File: config.mk
export PLATFORM = sky130hd
export DESIGN_NAME = rfd_decoder
export DESIGN_NICKNAME = d
export VERILOG_FILES = /design/src/hw/rfd_pkg.sv /design/src/hw/rfd_decoder.sv
export SDC_FILE = /design/constraint.sdc
export NUM_CORES = 1
export LEC_CHECK = 0
export BUFFER_PORTS_ARGS = -buffer_cell sky130_fd_sc_hd__buf_2
export CORE_AREA = 2 2 118 109
export DETAILED_ROUTE_END_ITERATION = 6
export DIE_AREA = 0 0 120 111
export PLACE_DENSITY = 0.81
export SETUP_SLACK_MARGIN = 0.05
export SLEW_MARGIN = 10
export SYNTH_ARGS = -nofsm -noshare
export SYNTH_HDL_FRONTEND = slang
export SYNTH_SLANG_ARGS = --single-unit
File: constraint.sdc
create_clock -name MCLK -period 1.95 [get_ports MCLK]
set_input_delay 0.2925 -clock MCLK [delete_from_list [all_inputs] [get_ports MCLK]]
set_output_delay 0.2925 -clock MCLK [all_outputs]
set_load 0.02 [all_outputs]
File: src/hw/rfd_pkg.sv
// rfd_pkg: constants, field layouts and types for the instruction field decoder
// assumes a 40 MHz core clock and a single AHB-Lite master for the registers
package rfd_pkg;
	// ----------------------------------------
	// register map (byte addresses)
	// ----------------------------------------
	localparam logic [7:0] ADDR_CTRL   = 8'h00;
	localparam logic [7:0] ADDR_CAUSE  = 8'h04;
	localparam logic [7:0] ADDR_ISTAT  = 8'h08;
	localparam logic [7:0] ADDR_ICLR   = 8'h0c;
	localparam logic [7:0] ADDR_IEN    = 8'h10;
	localparam logic [7:0] ADDR_LAST   = 8'h14;
	localparam int         CTRL_EN_BIT = 0;
	localparam logic       CTRL_RST    = 1'b1;
	localparam int         CAUSE_LSB   = 16;
	localparam int         NUM_EV      = 5;
	// ----------------------------------------
	// event bit positions, also cause priority order
	// ----------------------------------------
	localparam int EV_UNIMPL = 0;
	localparam int EV_SWI    = 1;
	localparam int EV_UNALGN = 2;
	localparam int EV_ILLEG  = 3;
	localparam int EV_FPU    = 4;
	// ----------------------------------------
	// exception cause codes per generation
	// ----------------------------------------
	localparam logic [3:0] G0_UNIMPL = 4'h4;
	localparam logic [3:0] G0_SWI    = 4'h1;
	localparam logic [3:0] G0_UNALGN = 4'h2;
	localparam logic [3:0] G0_ILLEG  = 4'h5;
	localparam logic [3:0] G0_FPU    = 4'h3;
	localparam logic [3:0] G1_UNIMPL = 4'hf;
	localparam logic [3:0] G1_SWI    = 4'he;
	localparam logic [3:0] G1_UNALGN = 4'hd;
	localparam logic [3:0] G1_ILLEG  = 4'hc;
	localparam logic [3:0] G1_FPU    = 4'h7;
	// ----------------------------------------
	// instruction word fields
	// ----------------------------------------
	localparam int LONG_BIT   = 3;
	localparam int STORE_BIT  = 4;
	localparam int SIZE_LSB   = 5;
	localparam int SUB_BIT    = 20;
	localparam int SHIFT_LSB  = 5;
	localparam int COND_LSB   = 4;
	localparam int DISP_LSB   = 8;
	localparam int MOVC_SPEC  = 8;
	localparam int GRP_LSB    = 20;
	localparam int SYS_LSB    = 4;
	localparam int ALU_LSB    = 16;
	localparam logic [3:0] ALU_EXT  = 4'ha;
	localparam logic [5:0] SYS_TRAP = 6'h3e;
	localparam logic [5:0] SYS_MAX  = 6'h09;
	// ----------------------------------------
	// access sizes and special register groups
	// ----------------------------------------
	localparam logic [1:0] SZ_BYTE = 2'h0;
	localparam logic [1:0] SZ_HALF = 2'h1;
	localparam logic [1:0] SZ_WORD = 2'h2;
	localparam logic [1:0] SZ_DBL  = 2'h3;
	localparam logic [11:0] GRP_BASE_CORE = 12'hf04;
	localparam logic [11:0] GRP_BASE_DMA  = 12'hf05;
	localparam logic [11:0] GRP_BASE_MPU  = 12'hf06;
	localparam logic [11:0] GRP_BASE_NODE = 12'hf07;

	typedef enum logic [2:0] {
		CL_BRANCH, CL_LS_IDX, CL_MOVC, CL_IMM_ALU,
		CL_LS_DISP, CL_REG_ALU, CL_SHIFT, CL_FPU
	} rfd_class_t;

	typedef struct packed {
		logic        valid;
		logic        is_long;
		rfd_class_t  iclass;
		logic        is_mem;
		logic        is_store;
		logic        subtract;
		logic [1:0]  access_size_field;
		logic [4:0]  shift_amount_imm;
		logic [23:0] branch_displacement;
		logic [3:0]  condition_select;
		logic        is_special;
		logic [1:0]  special_reg_group;
		logic [11:0] special_base;
	} rfd_dec_t;
endpackage : rfd_pkg

File: src/hw/rfd_decoder.sv
// rfd_decoder: instruction field decoder with exception cause and AHB-Lite registers
// assumes fetch drives words on MCLK and the pipeline consumes the decoded word one cycle later
//
// What this block does
// RQ1: sub field one subtracts, zero adds
// RQ2: direction bit one stores, zero loads
// RQ3: size 00 byte, 11 double transfers
// RQ4: group field picks core, dma, protection, node
// RQ5: five bit shift amount to shifter
// RQ6: branch displacement up to 24 bits
// RQ7: four bit condition select for branches, moves
// RQ8: earlier generation cause codes 4,1,2,5,3
// RQ9: later generation cause codes f,e,d,c,7
// RQ10: generation parameter; undefined words raise unimplemented
// RQ11: length from low opcode bits
`timescale 1ns/1ps
`default_nettype none
module rfd_decoder
	import rfd_pkg::*;
#(
	parameter bit GEN = 1'b0
) (
	input  wire logic        MCLK,
	input  wire logic        RST_N,
	input  wire logic        HSEL,
	input  wire logic [31:0] HADDR,
	input  wire logic [1:0]  HTRANS,
	input  wire logic        HWRITE,
	input  wire logic [2:0]  HSIZE,
	input  wire logic [31:0] HWDATA,
	input  wire logic        HREADY,
	output var  logic [31:0] HRDATA,
	output var  logic        HREADYOUT,
	output var  logic        HRESP,
	input  wire logic [31:0] INSTR_WORD,
	input  wire logic        INSTR_VALID,
	input  wire logic        UNALIGNED_EV,
	input  wire logic        ILLEGAL_EV,
	input  wire logic        FPU_EV,
	output var  rfd_dec_t    DECODED,
	output var  logic        EXC_VALID,
	output var  logic [3:0]  EXC_CAUSE,
	output var  logic        IRQ
);
	// ----------------------------------------
	// functions
	// ----------------------------------------
	function automatic rfd_dec_t decode_f(input logic [31:0] w);
		rfd_dec_t d;
		d = '0;
		d.is_long  = w[LONG_BIT]; // see RQ11
		d.iclass   = rfd_class_t'(w[2:0]);
		d.is_mem   = (d.iclass == CL_LS_IDX) || (d.iclass == CL_LS_DISP);
		d.is_store = d.is_mem & w[STORE_BIT]; // see RQ2
		d.subtract = d.is_mem & d.is_long & w[SUB_BIT]; // see RQ1
		if (d.is_mem) begin
			d.access_size_field = w[SIZE_LSB +: 2]; // see RQ3
		end
		if (d.iclass == CL_SHIFT) begin
			d.shift_amount_imm = w[SHIFT_LSB +: 5]; // see RQ5
		end
		if (d.iclass == CL_BRANCH) begin
			d.branch_displacement = d.is_long ? w[DISP_LSB +: 24] : {16'h0000, w[DISP_LSB +: 8]}; // see RQ6
		end
		if (d.iclass == CL_BRANCH || (d.iclass == CL_MOVC && !w[MOVC_SPEC])) begin
			d.condition_select = w[COND_LSB +: 4]; // see RQ7
		end
		if (d.iclass == CL_MOVC && w[MOVC_SPEC]) begin
			d.is_special = 1'b1;
			d.special_reg_group = d.is_long ? w[GRP_LSB +: 2] : 2'h0; // see RQ4
			d.special_base = group_base_f(d.special_reg_group);
		end
		return d;
	endfunction : decode_f

	function automatic logic [11:0] group_base_f(input logic [1:0] g);
		case (g) // see RQ4
			2'h0: group_base_f = GRP_BASE_CORE;
			2'h1: group_base_f = GRP_BASE_DMA;
			2'h2: group_base_f = GRP_BASE_MPU;
			default: group_base_f = GRP_BASE_NODE;
		endcase
	endfunction : group_base_f

	// short system words share the movc class with both mark bits set
	function automatic logic is_sys_f(input logic [31:0] w);
		return (w[3:0] == 4'h2) && (w[9:8] == 2'h3);
	endfunction : is_sys_f

	function automatic logic undefined_f(input logic [31:0] w);
		logic bad;
		bad = 1'b0;
		if (is_sys_f(w) && w[SYS_LSB +: 6] != SYS_TRAP && w[SYS_LSB +: 6] > SYS_MAX) begin
			bad = 1'b1;
		end
		if (w[LONG_BIT] && w[2:0] == CL_REG_ALU && w[ALU_LSB +: 4] != ALU_EXT) begin
			bad = 1'b1;
		end
		return bad; // see RQ10
	endfunction : undefined_f

	function automatic logic [3:0] cause_code_f(input bit g, input int ev);
		logic [3:0] c;
		c = 4'h0;
		case (ev)
			EV_UNIMPL: c = g ? G1_UNIMPL : G0_UNIMPL; // see RQ8, see RQ9
			EV_SWI:    c = g ? G1_SWI    : G0_SWI;
			EV_UNALGN: c = g ? G1_UNALGN : G0_UNALGN;
			EV_ILLEG:  c = g ? G1_ILLEG  : G0_ILLEG;
			default:   c = g ? G1_FPU    : G0_FPU;
		endcase
		return c;
	endfunction : cause_code_f

	// ----------------------------------------
	// registers and bus capture
	// ----------------------------------------
	logic                ctrl_en_q;
	logic [NUM_EV-1:0]   ist_q;
	logic [NUM_EV-1:0]   ien_q;
	logic [31:0]         last_q;
	logic                wr_pend_q;
	logic [7:0]          wr_addr_q;
	logic [NUM_EV-1:0]   ev_d;
	logic [3:0]          cause_d;
	logic                take_instr;
	logic                addr_ok;
	logic [31:0]         rd_d;

	assign take_instr = INSTR_VALID && ctrl_en_q;
	assign addr_ok    = HSEL && HTRANS[1] && HREADY;

	// zero wait states: HREADYOUT is low in reset and high from the first edge after it, writes land in the data phase
	always_ff @(posedge MCLK or negedge RST_N) begin
		if (!RST_N) begin
			wr_pend_q <= 1'b0;
			wr_addr_q <= 8'h00;
		end else if (HREADY) begin
			wr_pend_q <= addr_ok && HWRITE;
			wr_addr_q <= HADDR[7:0];
		end
	end

	always_ff @(posedge MCLK or negedge RST_N) begin
		if (!RST_N) begin
			HREADYOUT <= 1'b0;
			HRESP     <= 1'b0;
		end else begin
			HREADYOUT <= 1'b1;
			HRESP     <= 1'b0;
		end
	end

	always_ff @(posedge MCLK or negedge RST_N) begin
		if (!RST_N) begin
			ctrl_en_q <= CTRL_RST;
			ien_q     <= '0;
		end else if (wr_pend_q) begin
			if (wr_addr_q == ADDR_CTRL) begin
				ctrl_en_q <= HWDATA[CTRL_EN_BIT];
			end
			if (wr_addr_q == ADDR_IEN) begin
				ien_q <= HWDATA[NUM_EV-1:0];
			end
		end
	end

	// read data is fetched in the address phase so HRDATA is a flop
	always_comb begin
		rd_d = 32'h0000_0000;
		case (HADDR[7:0])
			ADDR_CTRL:  rd_d[CTRL_EN_BIT] = ctrl_en_q;
			ADDR_CAUSE: rd_d[CAUSE_LSB +: 4] = EXC_CAUSE;
			ADDR_ISTAT: rd_d[NUM_EV-1:0] = ist_q;
			ADDR_IEN:   rd_d[NUM_EV-1:0] = ien_q;
			ADDR_LAST:  rd_d = last_q;
			default:    rd_d = 32'h0000_0000;
		endcase
	end

	always_ff @(posedge MCLK or negedge RST_N) begin
		if (!RST_N) begin
			HRDATA <= 32'h0000_0000;
		end else if (addr_ok && !HWRITE) begin
			HRDATA <= rd_d;
		end
	end

	// ----------------------------------------
	// decode
	// ----------------------------------------
	always_ff @(posedge MCLK or negedge RST_N) begin
		if (!RST_N) begin
			DECODED <= '0;
			last_q  <= 32'h0000_0000;
		end else begin
			DECODED       <= take_instr ? decode_f(INSTR_WORD) : '0;
			DECODED.valid <= take_instr;
			if (take_instr) begin
				last_q <= INSTR_WORD;
			end
		end
	end

	// ----------------------------------------
	// exceptions and interrupt
	// ----------------------------------------
	always_comb begin
		ev_d            = '0;
		ev_d[EV_UNIMPL] = take_instr && undefined_f(INSTR_WORD); // see RQ10
		ev_d[EV_SWI]    = take_instr && is_sys_f(INSTR_WORD) && INSTR_WORD[SYS_LSB +: 6] == SYS_TRAP;
		ev_d[EV_UNALGN] = UNALIGNED_EV;
		ev_d[EV_ILLEG]  = ILLEGAL_EV;
		ev_d[EV_FPU]    = FPU_EV;
	end

	// lowest event index wins when several arrive together
	always_comb begin
		cause_d = 4'h0;
		for (int i = NUM_EV - 1; i >= 0; i--) begin
			if (ev_d[i]) begin
				cause_d = cause_code_f(GEN, i); // see RQ8, see RQ9
			end
		end
	end

	always_ff @(posedge MCLK or negedge RST_N) begin
		if (!RST_N) begin
			EXC_VALID <= 1'b0;
			EXC_CAUSE <= 4'h0;
		end else begin
			EXC_VALID <= |ev_d;
			if (|ev_d) begin
				EXC_CAUSE <= cause_d;
			end
		end
	end

	// a new event beats a clear in the same cycle
	always_ff @(posedge MCLK or negedge RST_N) begin
		if (!RST_N) begin
			ist_q <= '0;
		end else if (wr_pend_q && wr_addr_q == ADDR_ICLR) begin
			ist_q <= (ist_q & ~HWDATA[NUM_EV-1:0]) | ev_d;
		end else begin
			ist_q <= ist_q | ev_d;
		end
	end

	always_ff @(posedge MCLK or negedge RST_N) begin
		if (!RST_N) begin
			IRQ <= 1'b0;
		end else begin
			IRQ <= |(ist_q & ien_q);
		end
	end
endmodule : rfd_decoder
`default_nettype wire

# After elaboration in Yosys (flattened, before gate mapping)
# Index checks and enable logic that the tools add are counted.
# word_totals
register_bits	149
latchBits	0
ram_bits	0
rom_bits	0
input_bits	110
output_inout_bits	98
mem_count	0
# op_classes
add_sub_neg	0
multipliers	0
div	0
magnitude_cmp	1
n_eq_ne	18
shift	0
n_mux	22
bitwise_logic	8
reduce_logical	28
# ops
op	n
57-bit 2-to-1 mux	1
24-bit 2-to-1 mux	2
8-bit by 5-bit equality test with 1-bit output (second input constant)	3
4-bit 2-to-1 mux	5
8-bit by 4-bit equality test with 1-bit output (second input constant)	2
1-bit logical AND	16
8-bit zero test	2
15-bit 2-to-1 mux	1
12-bit 2-to-1 mux	1
4-bit one-hot mux with 3 select lines	1
11-bit 2-to-1 mux	1
5-bit AND	2
5-bit 2-to-1 mux	2
5-bit OR	2
5-bit OR reduction	2
3-bit equality test (second input constant)	3
8-bit by 3-bit equality test with 1-bit output (second input constant)	1
4-bit one-hot mux with 2 select lines	1
6-bit equality test (second input constant)	1
6-bit by 4-bit greater-than comparator with 1-bit output (second input constant)	1
2-bit 2-to-1 mux	3
6-bit inequality test (second input constant)	1
2-bit one-hot mux with 3 select lines	1
5-bit inverter	1
14 further kinds	21

# Logic depth before layout (Yosys ltp)
# depth
word_depth	9
depth_mapped	7
mapped_depth_nobuf	5

# Worst setup path after synthesis
# Ideal clock, no wire load.
# synth_timing
path_type	flip-flop to flip-flop
from	register wr_addr_q[1]
to	register ist_q[1]
setup_ps	121
arrival_time_ps	1528
required_time_ps	1829
slack_ps	301
path_stages_with_launch	5
n_path_buf	0
synth_period_minus_slack_ps	1649
cell_sequence	dfrtp_1 or4_4 nor4_4 nand2_1 a22o_1
# synth_between
elab_chain_cells	3
# synth_rtl
item	line_no	rtl
start: declaration	rfd_decoder.sv:123	logic [7:0] wr_addr_q;
start signal: assignment	rfd_decoder.sv:140	wr_addr_q <= HADDR[7:0];
8-bit by 4-bit equality test with 1-bit output	rfd_decoder.sv:243	end else if (wr_pend_q && wr_addr_q == ADDR_ICLR) begin
1-bit logical AND	rfd_decoder.sv:243	
5-bit 2-to-1 mux	rfd_decoder.sv:243	
end signal: assignment	rfd_decoder.sv:244	ist_q <= (ist_q & ~HWDATA[NUM_EV-1:0]) | ev_d;
end signal: assignment	rfd_decoder.sv:246	ist_q <= ist_q | ev_d;
end: declaration	rfd_decoder.sv:119	logic [NUM_EV-1:0] ist_q;
# Every way passes these cells.
# A chain may end at the register's enable or synchronous reset.

# Worst setup path after layout
# Same ends and word-level chain as after synthesis.

==> run_results.csv <==
group,metric,value,unit
outcome,status,"finished, final reports clean",
worst_setup_path,critPathRequiredTime,2.25,ns
detailed_routing,dr.pass1.iters,4,
worst_setup_path,critical_path_class,"reg2reg",
worst_setup_path,cp_max_fo,5,
logic_synthesis,synth_edf_count,0,
detailed_routing,post_drt_wl_per_cell,15.80,microns
logic_synthesis,yosysMostFrequentCell,"dfrtp_1",
logic_synthesis,synth_top_cell_by_area,"dfrtp_1",
grt,grt_max_degree,53,
detailed_routing,ant_nets,0,
grt,first_global_vias,3837,
timing,fmax,563.9,MHz
die,coreArea,12250,sq um
logic_synthesis,syn_avg_cell_area,11.98,sq um
die,rows,39,
timing,hold_viol,0,
die,pin_count,208,
logic_synthesis,syn_inst,435,
logic_synthesis,yosysSeqAreaShare,0.6583,
worst_setup_path,ff2ff_path_depth,4,
worst_setup_path,rrSetupSlack,0.18,ns
layout,finalNetCount,695,
detailed_routing,drtIter0Drc,289,
logic_synthesis,synthTopCellsByCount,"136 x dfrtp_1, 99 x nand2_1, 35 x nor2_1",
timing,setup_viol,0,
clock_tree,cts.clk_slew.worst_paths,0.05,ns
worst_setup_path,r2r-start,"wr_addr_q[1]",
worst_setup_path,worstPathArrival,2.07,ns
die,die_w,120,microns
timing,setup_tns,0,ns
worst_setup_path,crit_chain,"or4_4 > nor4_4 > nand2_1 > a22o_1",
logic_synthesis,ys.flop_type,"dfrtp_1",
worst_setup_path,start_kind,"register",
hold_path,hold_path.class,"in2reg",
layout,drive_gt1_frac,0.3456,
die,fp.dieH,111,microns
pwr,power.leakage,3.566,nW
worst_setup_path,critPathCaptureType,"register",
detailed_routing,vias_per_cell,4.970,
hold_path,hold_depth,3,
layout,syn2layout_area_growth,26.85,%
worst_setup_path,slowest_stage,"or4_4",
clock_tree,root_buffer,"clkbuf_16",
timing,timing.final.crit_share,0.9094,
grt,track_usage,0.1950,
timing,slew_viol_final,0,
clock_tree,clk_latency,0.41,ns
pwr,p_comb_frac,0.074,
worst_setup_path,cpLargestDelayFamily,"simple AND/OR/NAND/NOR gates",
pwr,clock_power_share,0.449,
logic_synthesis,ys_seq_elements,137,
timing,clock-skew-final,0.006280,ns
pwr,fin_total_pwr,6.485,mW
detailed_routing,wl,12030,microns
timing,rsz0062_at_grt,"no",
die,initial_utilization,0.4254,
grt,gr-total-overflow,0,
worst_setup_path,r2r_end,"ist_q[1]",
place,place_congestion,0.8054,
place,numPortBuffers,145,
grt,grt_pass1_wl,19760,microns
pwr,switching_share,0.2259,
worst_setup_path,max_stage_delay,0.56,ns
logic_synthesis,synth_warnings,0,
pwr,switchingPower,1.465,mW
die,dieArea,13320,sq um
logic_synthesis,yosys.cell_types.count,51,
pwr,p_seq_frac,0.477,
place,place_hpwl,8596,microns
clock_tree,cts_htree_levels,4,
pwr,p_per_area,981.3,nW/um^2
hold_path,min_to,"last_q[26]",
logic_synthesis,synth_top_area_share,0.6532,
hold_path,hold_start,"INSTR_WORD[26]",
timing,period_needed,1.773,ns
clock_tree,cts-buffers-inserted,17,
detailed_routing,drc,0,
logic_synthesis,synthArstFlopShare,1.000,
clock_tree,cts_tree,"done",
clock_tree,cts_setup_buffers,0,
logic_synthesis,synth_area,5210,sq um
detailed_routing,num_vias,3782,
clock_tree,clkSinkCount,137,
clock_tree,cts_buffer_depth,2,
pwr,internal_power,5.020,mW
pwr,irDropWorstVdd,0.5281,mV
run,maxCapViolCount,0,
grt,grt_antenna_before_repair,1,
logic_synthesis,synth_area_leaders,"dfrtp_1 65%, nand2_1 7.1%, a22o_1 4.4%, mux2_2 3.0%, nor2_1 2.5%",
worst_setup_path,crit_buf_inv,0,
-- area by class of cell --
class                      instances  area (sq um)
tap                              164         205.2
multi-input combinational        270          1582
sequential                       137          3430
fill                            1056          5639
clock buffer                      27         493.0
timing repair buffer             156         842.1
inverter                           3         15.01
antenna                            1         2.502
clock inverter                     3         40.04
-- timing repair --
item | CTS | global route
endpoints found under the hold margin | 47 | 0
setup endpoints to repair | 0 | 6
resized for setup | 0 | 2
hold buffers | 1 | 0
-- cell usage in the layout, fill, tap and decap left out, types with 2 or more instances in the layout --
cell,Yosys,layout
buf_2,0,144
dfrtp_1,136,136
nand2_1,99,99
nor2_1,35,35
a22o_1,26,26
clkbuf_16,0,17
mux2_2,14,14
and3_1,9,9
and2_1,9,9
conb_1,2,8
buf_4,13,8
a21o_1,7,7
clkbuf_1,14,7
o21ai_0,6,6
a22oi_1,5,5
nand3_1,6,5
nor3_1,4,4
a2bb2oi_1,3,3
clkbuf_8,0,3
or4_4,2,2
nand4b_1,2,2
a21bo_2,2,2
nand3b_1,2,2
or3_1,2,2
and3b_1,2,2
a221o_1,2,2
inv_1,3,2
nor2b_1,2,2
clkinv_2,0,2
buf_12,3,2
-- power by group through the flow --
| stage | clock (mW) | combinational (mW) | sequential, mW |
|---|---|---|---|
| 6_report | 2.91 | 0.482 | 3.09 |
| 5_1_grt | 3.12 | 0.549 | 3.11 |
| 4_1_cts | 2.97 | 0.490 | 3.09 |
| 3_5_place_dp | 0 | 0.484 | 3.14 |
| 3_3_place_gp | 0 | 0.468 | 3.13 |
| 2_1_floorplan | 0 | 0.241 | 3.14 |
-- worst max path at each step --
| stage | slack [ns] | to | start | cells after the start |
|---|---|---|---|---|
| floorplan | 0.30 | ist_q[1] | wr_addr_q[1] | 4 |
| global placement | 0.05 | EXC_CAUSE[2] | INSTR_WORD[0] | 6 |
| detailed placement | 0.007 | EXC_CAUSE[2] | INSTR_WORD[0] | 6 |
| CTS | 0.16 | ien_q[0] | wr_addr_q[1] | 4 |
| global route | 0.08 | ist_q[1] | wr_addr_q[1] | 4 |
| finish | 0.18 | ist_q[1] | wr_addr_q[1] | 4 |
-- worst min-delay path, delay by kind of cell --
family	cells	cell delay, ns
and+or+nand+nor	2	0.10
buffers and inverters	1	0.07
-- kinds of logic after synthesis --
group	synth area share
other	0.001441
buffers and inverters	0.04347
and+or+nand+nor	0.1732
muxes	0.03218
xor gates and xnor gates	0.001681
DFF	0.6583
AOI/OAI and AO/OA	0.08982
-- metrics by stage --
stage	cell area (sq um)	utilization	hold WS (ns)	cells	setup WS (ns)
after detailed placement	6055	0.4943	0.2636	729	0.006896
after global routing	6609	0.5396	0.09097	761	0.08491
after CTS	6598	0.5387	0.07863	760	0.1607
final	6609	0.5396	0.09846	761	0.1767
after global placement	6055	0.4943	0.2580	729	0.04602
after floorplan	5233	-	-0.003091	441	0.3007
-- layer usage --
layer,vias to the layer above,wire (microns),track usage
met3,11,818,0.05093
met4,0,124,0.08784
li1,1757,-,-
met1,1865,5223,0.2602
met2,149,5859,0.3000
met5,-,0,0
-- state kept, by name, indices dropped and copies added, names as in the netlist, 3 cells and up --
name / count
DECODED: 47
HRDATA: 32
last_q: 32
wr_addr_q: 8
ien_q: 5
ist_q: 5
EXC_CAUSE: 3
No activity file was read; power rests on OpenSTA's default activity.
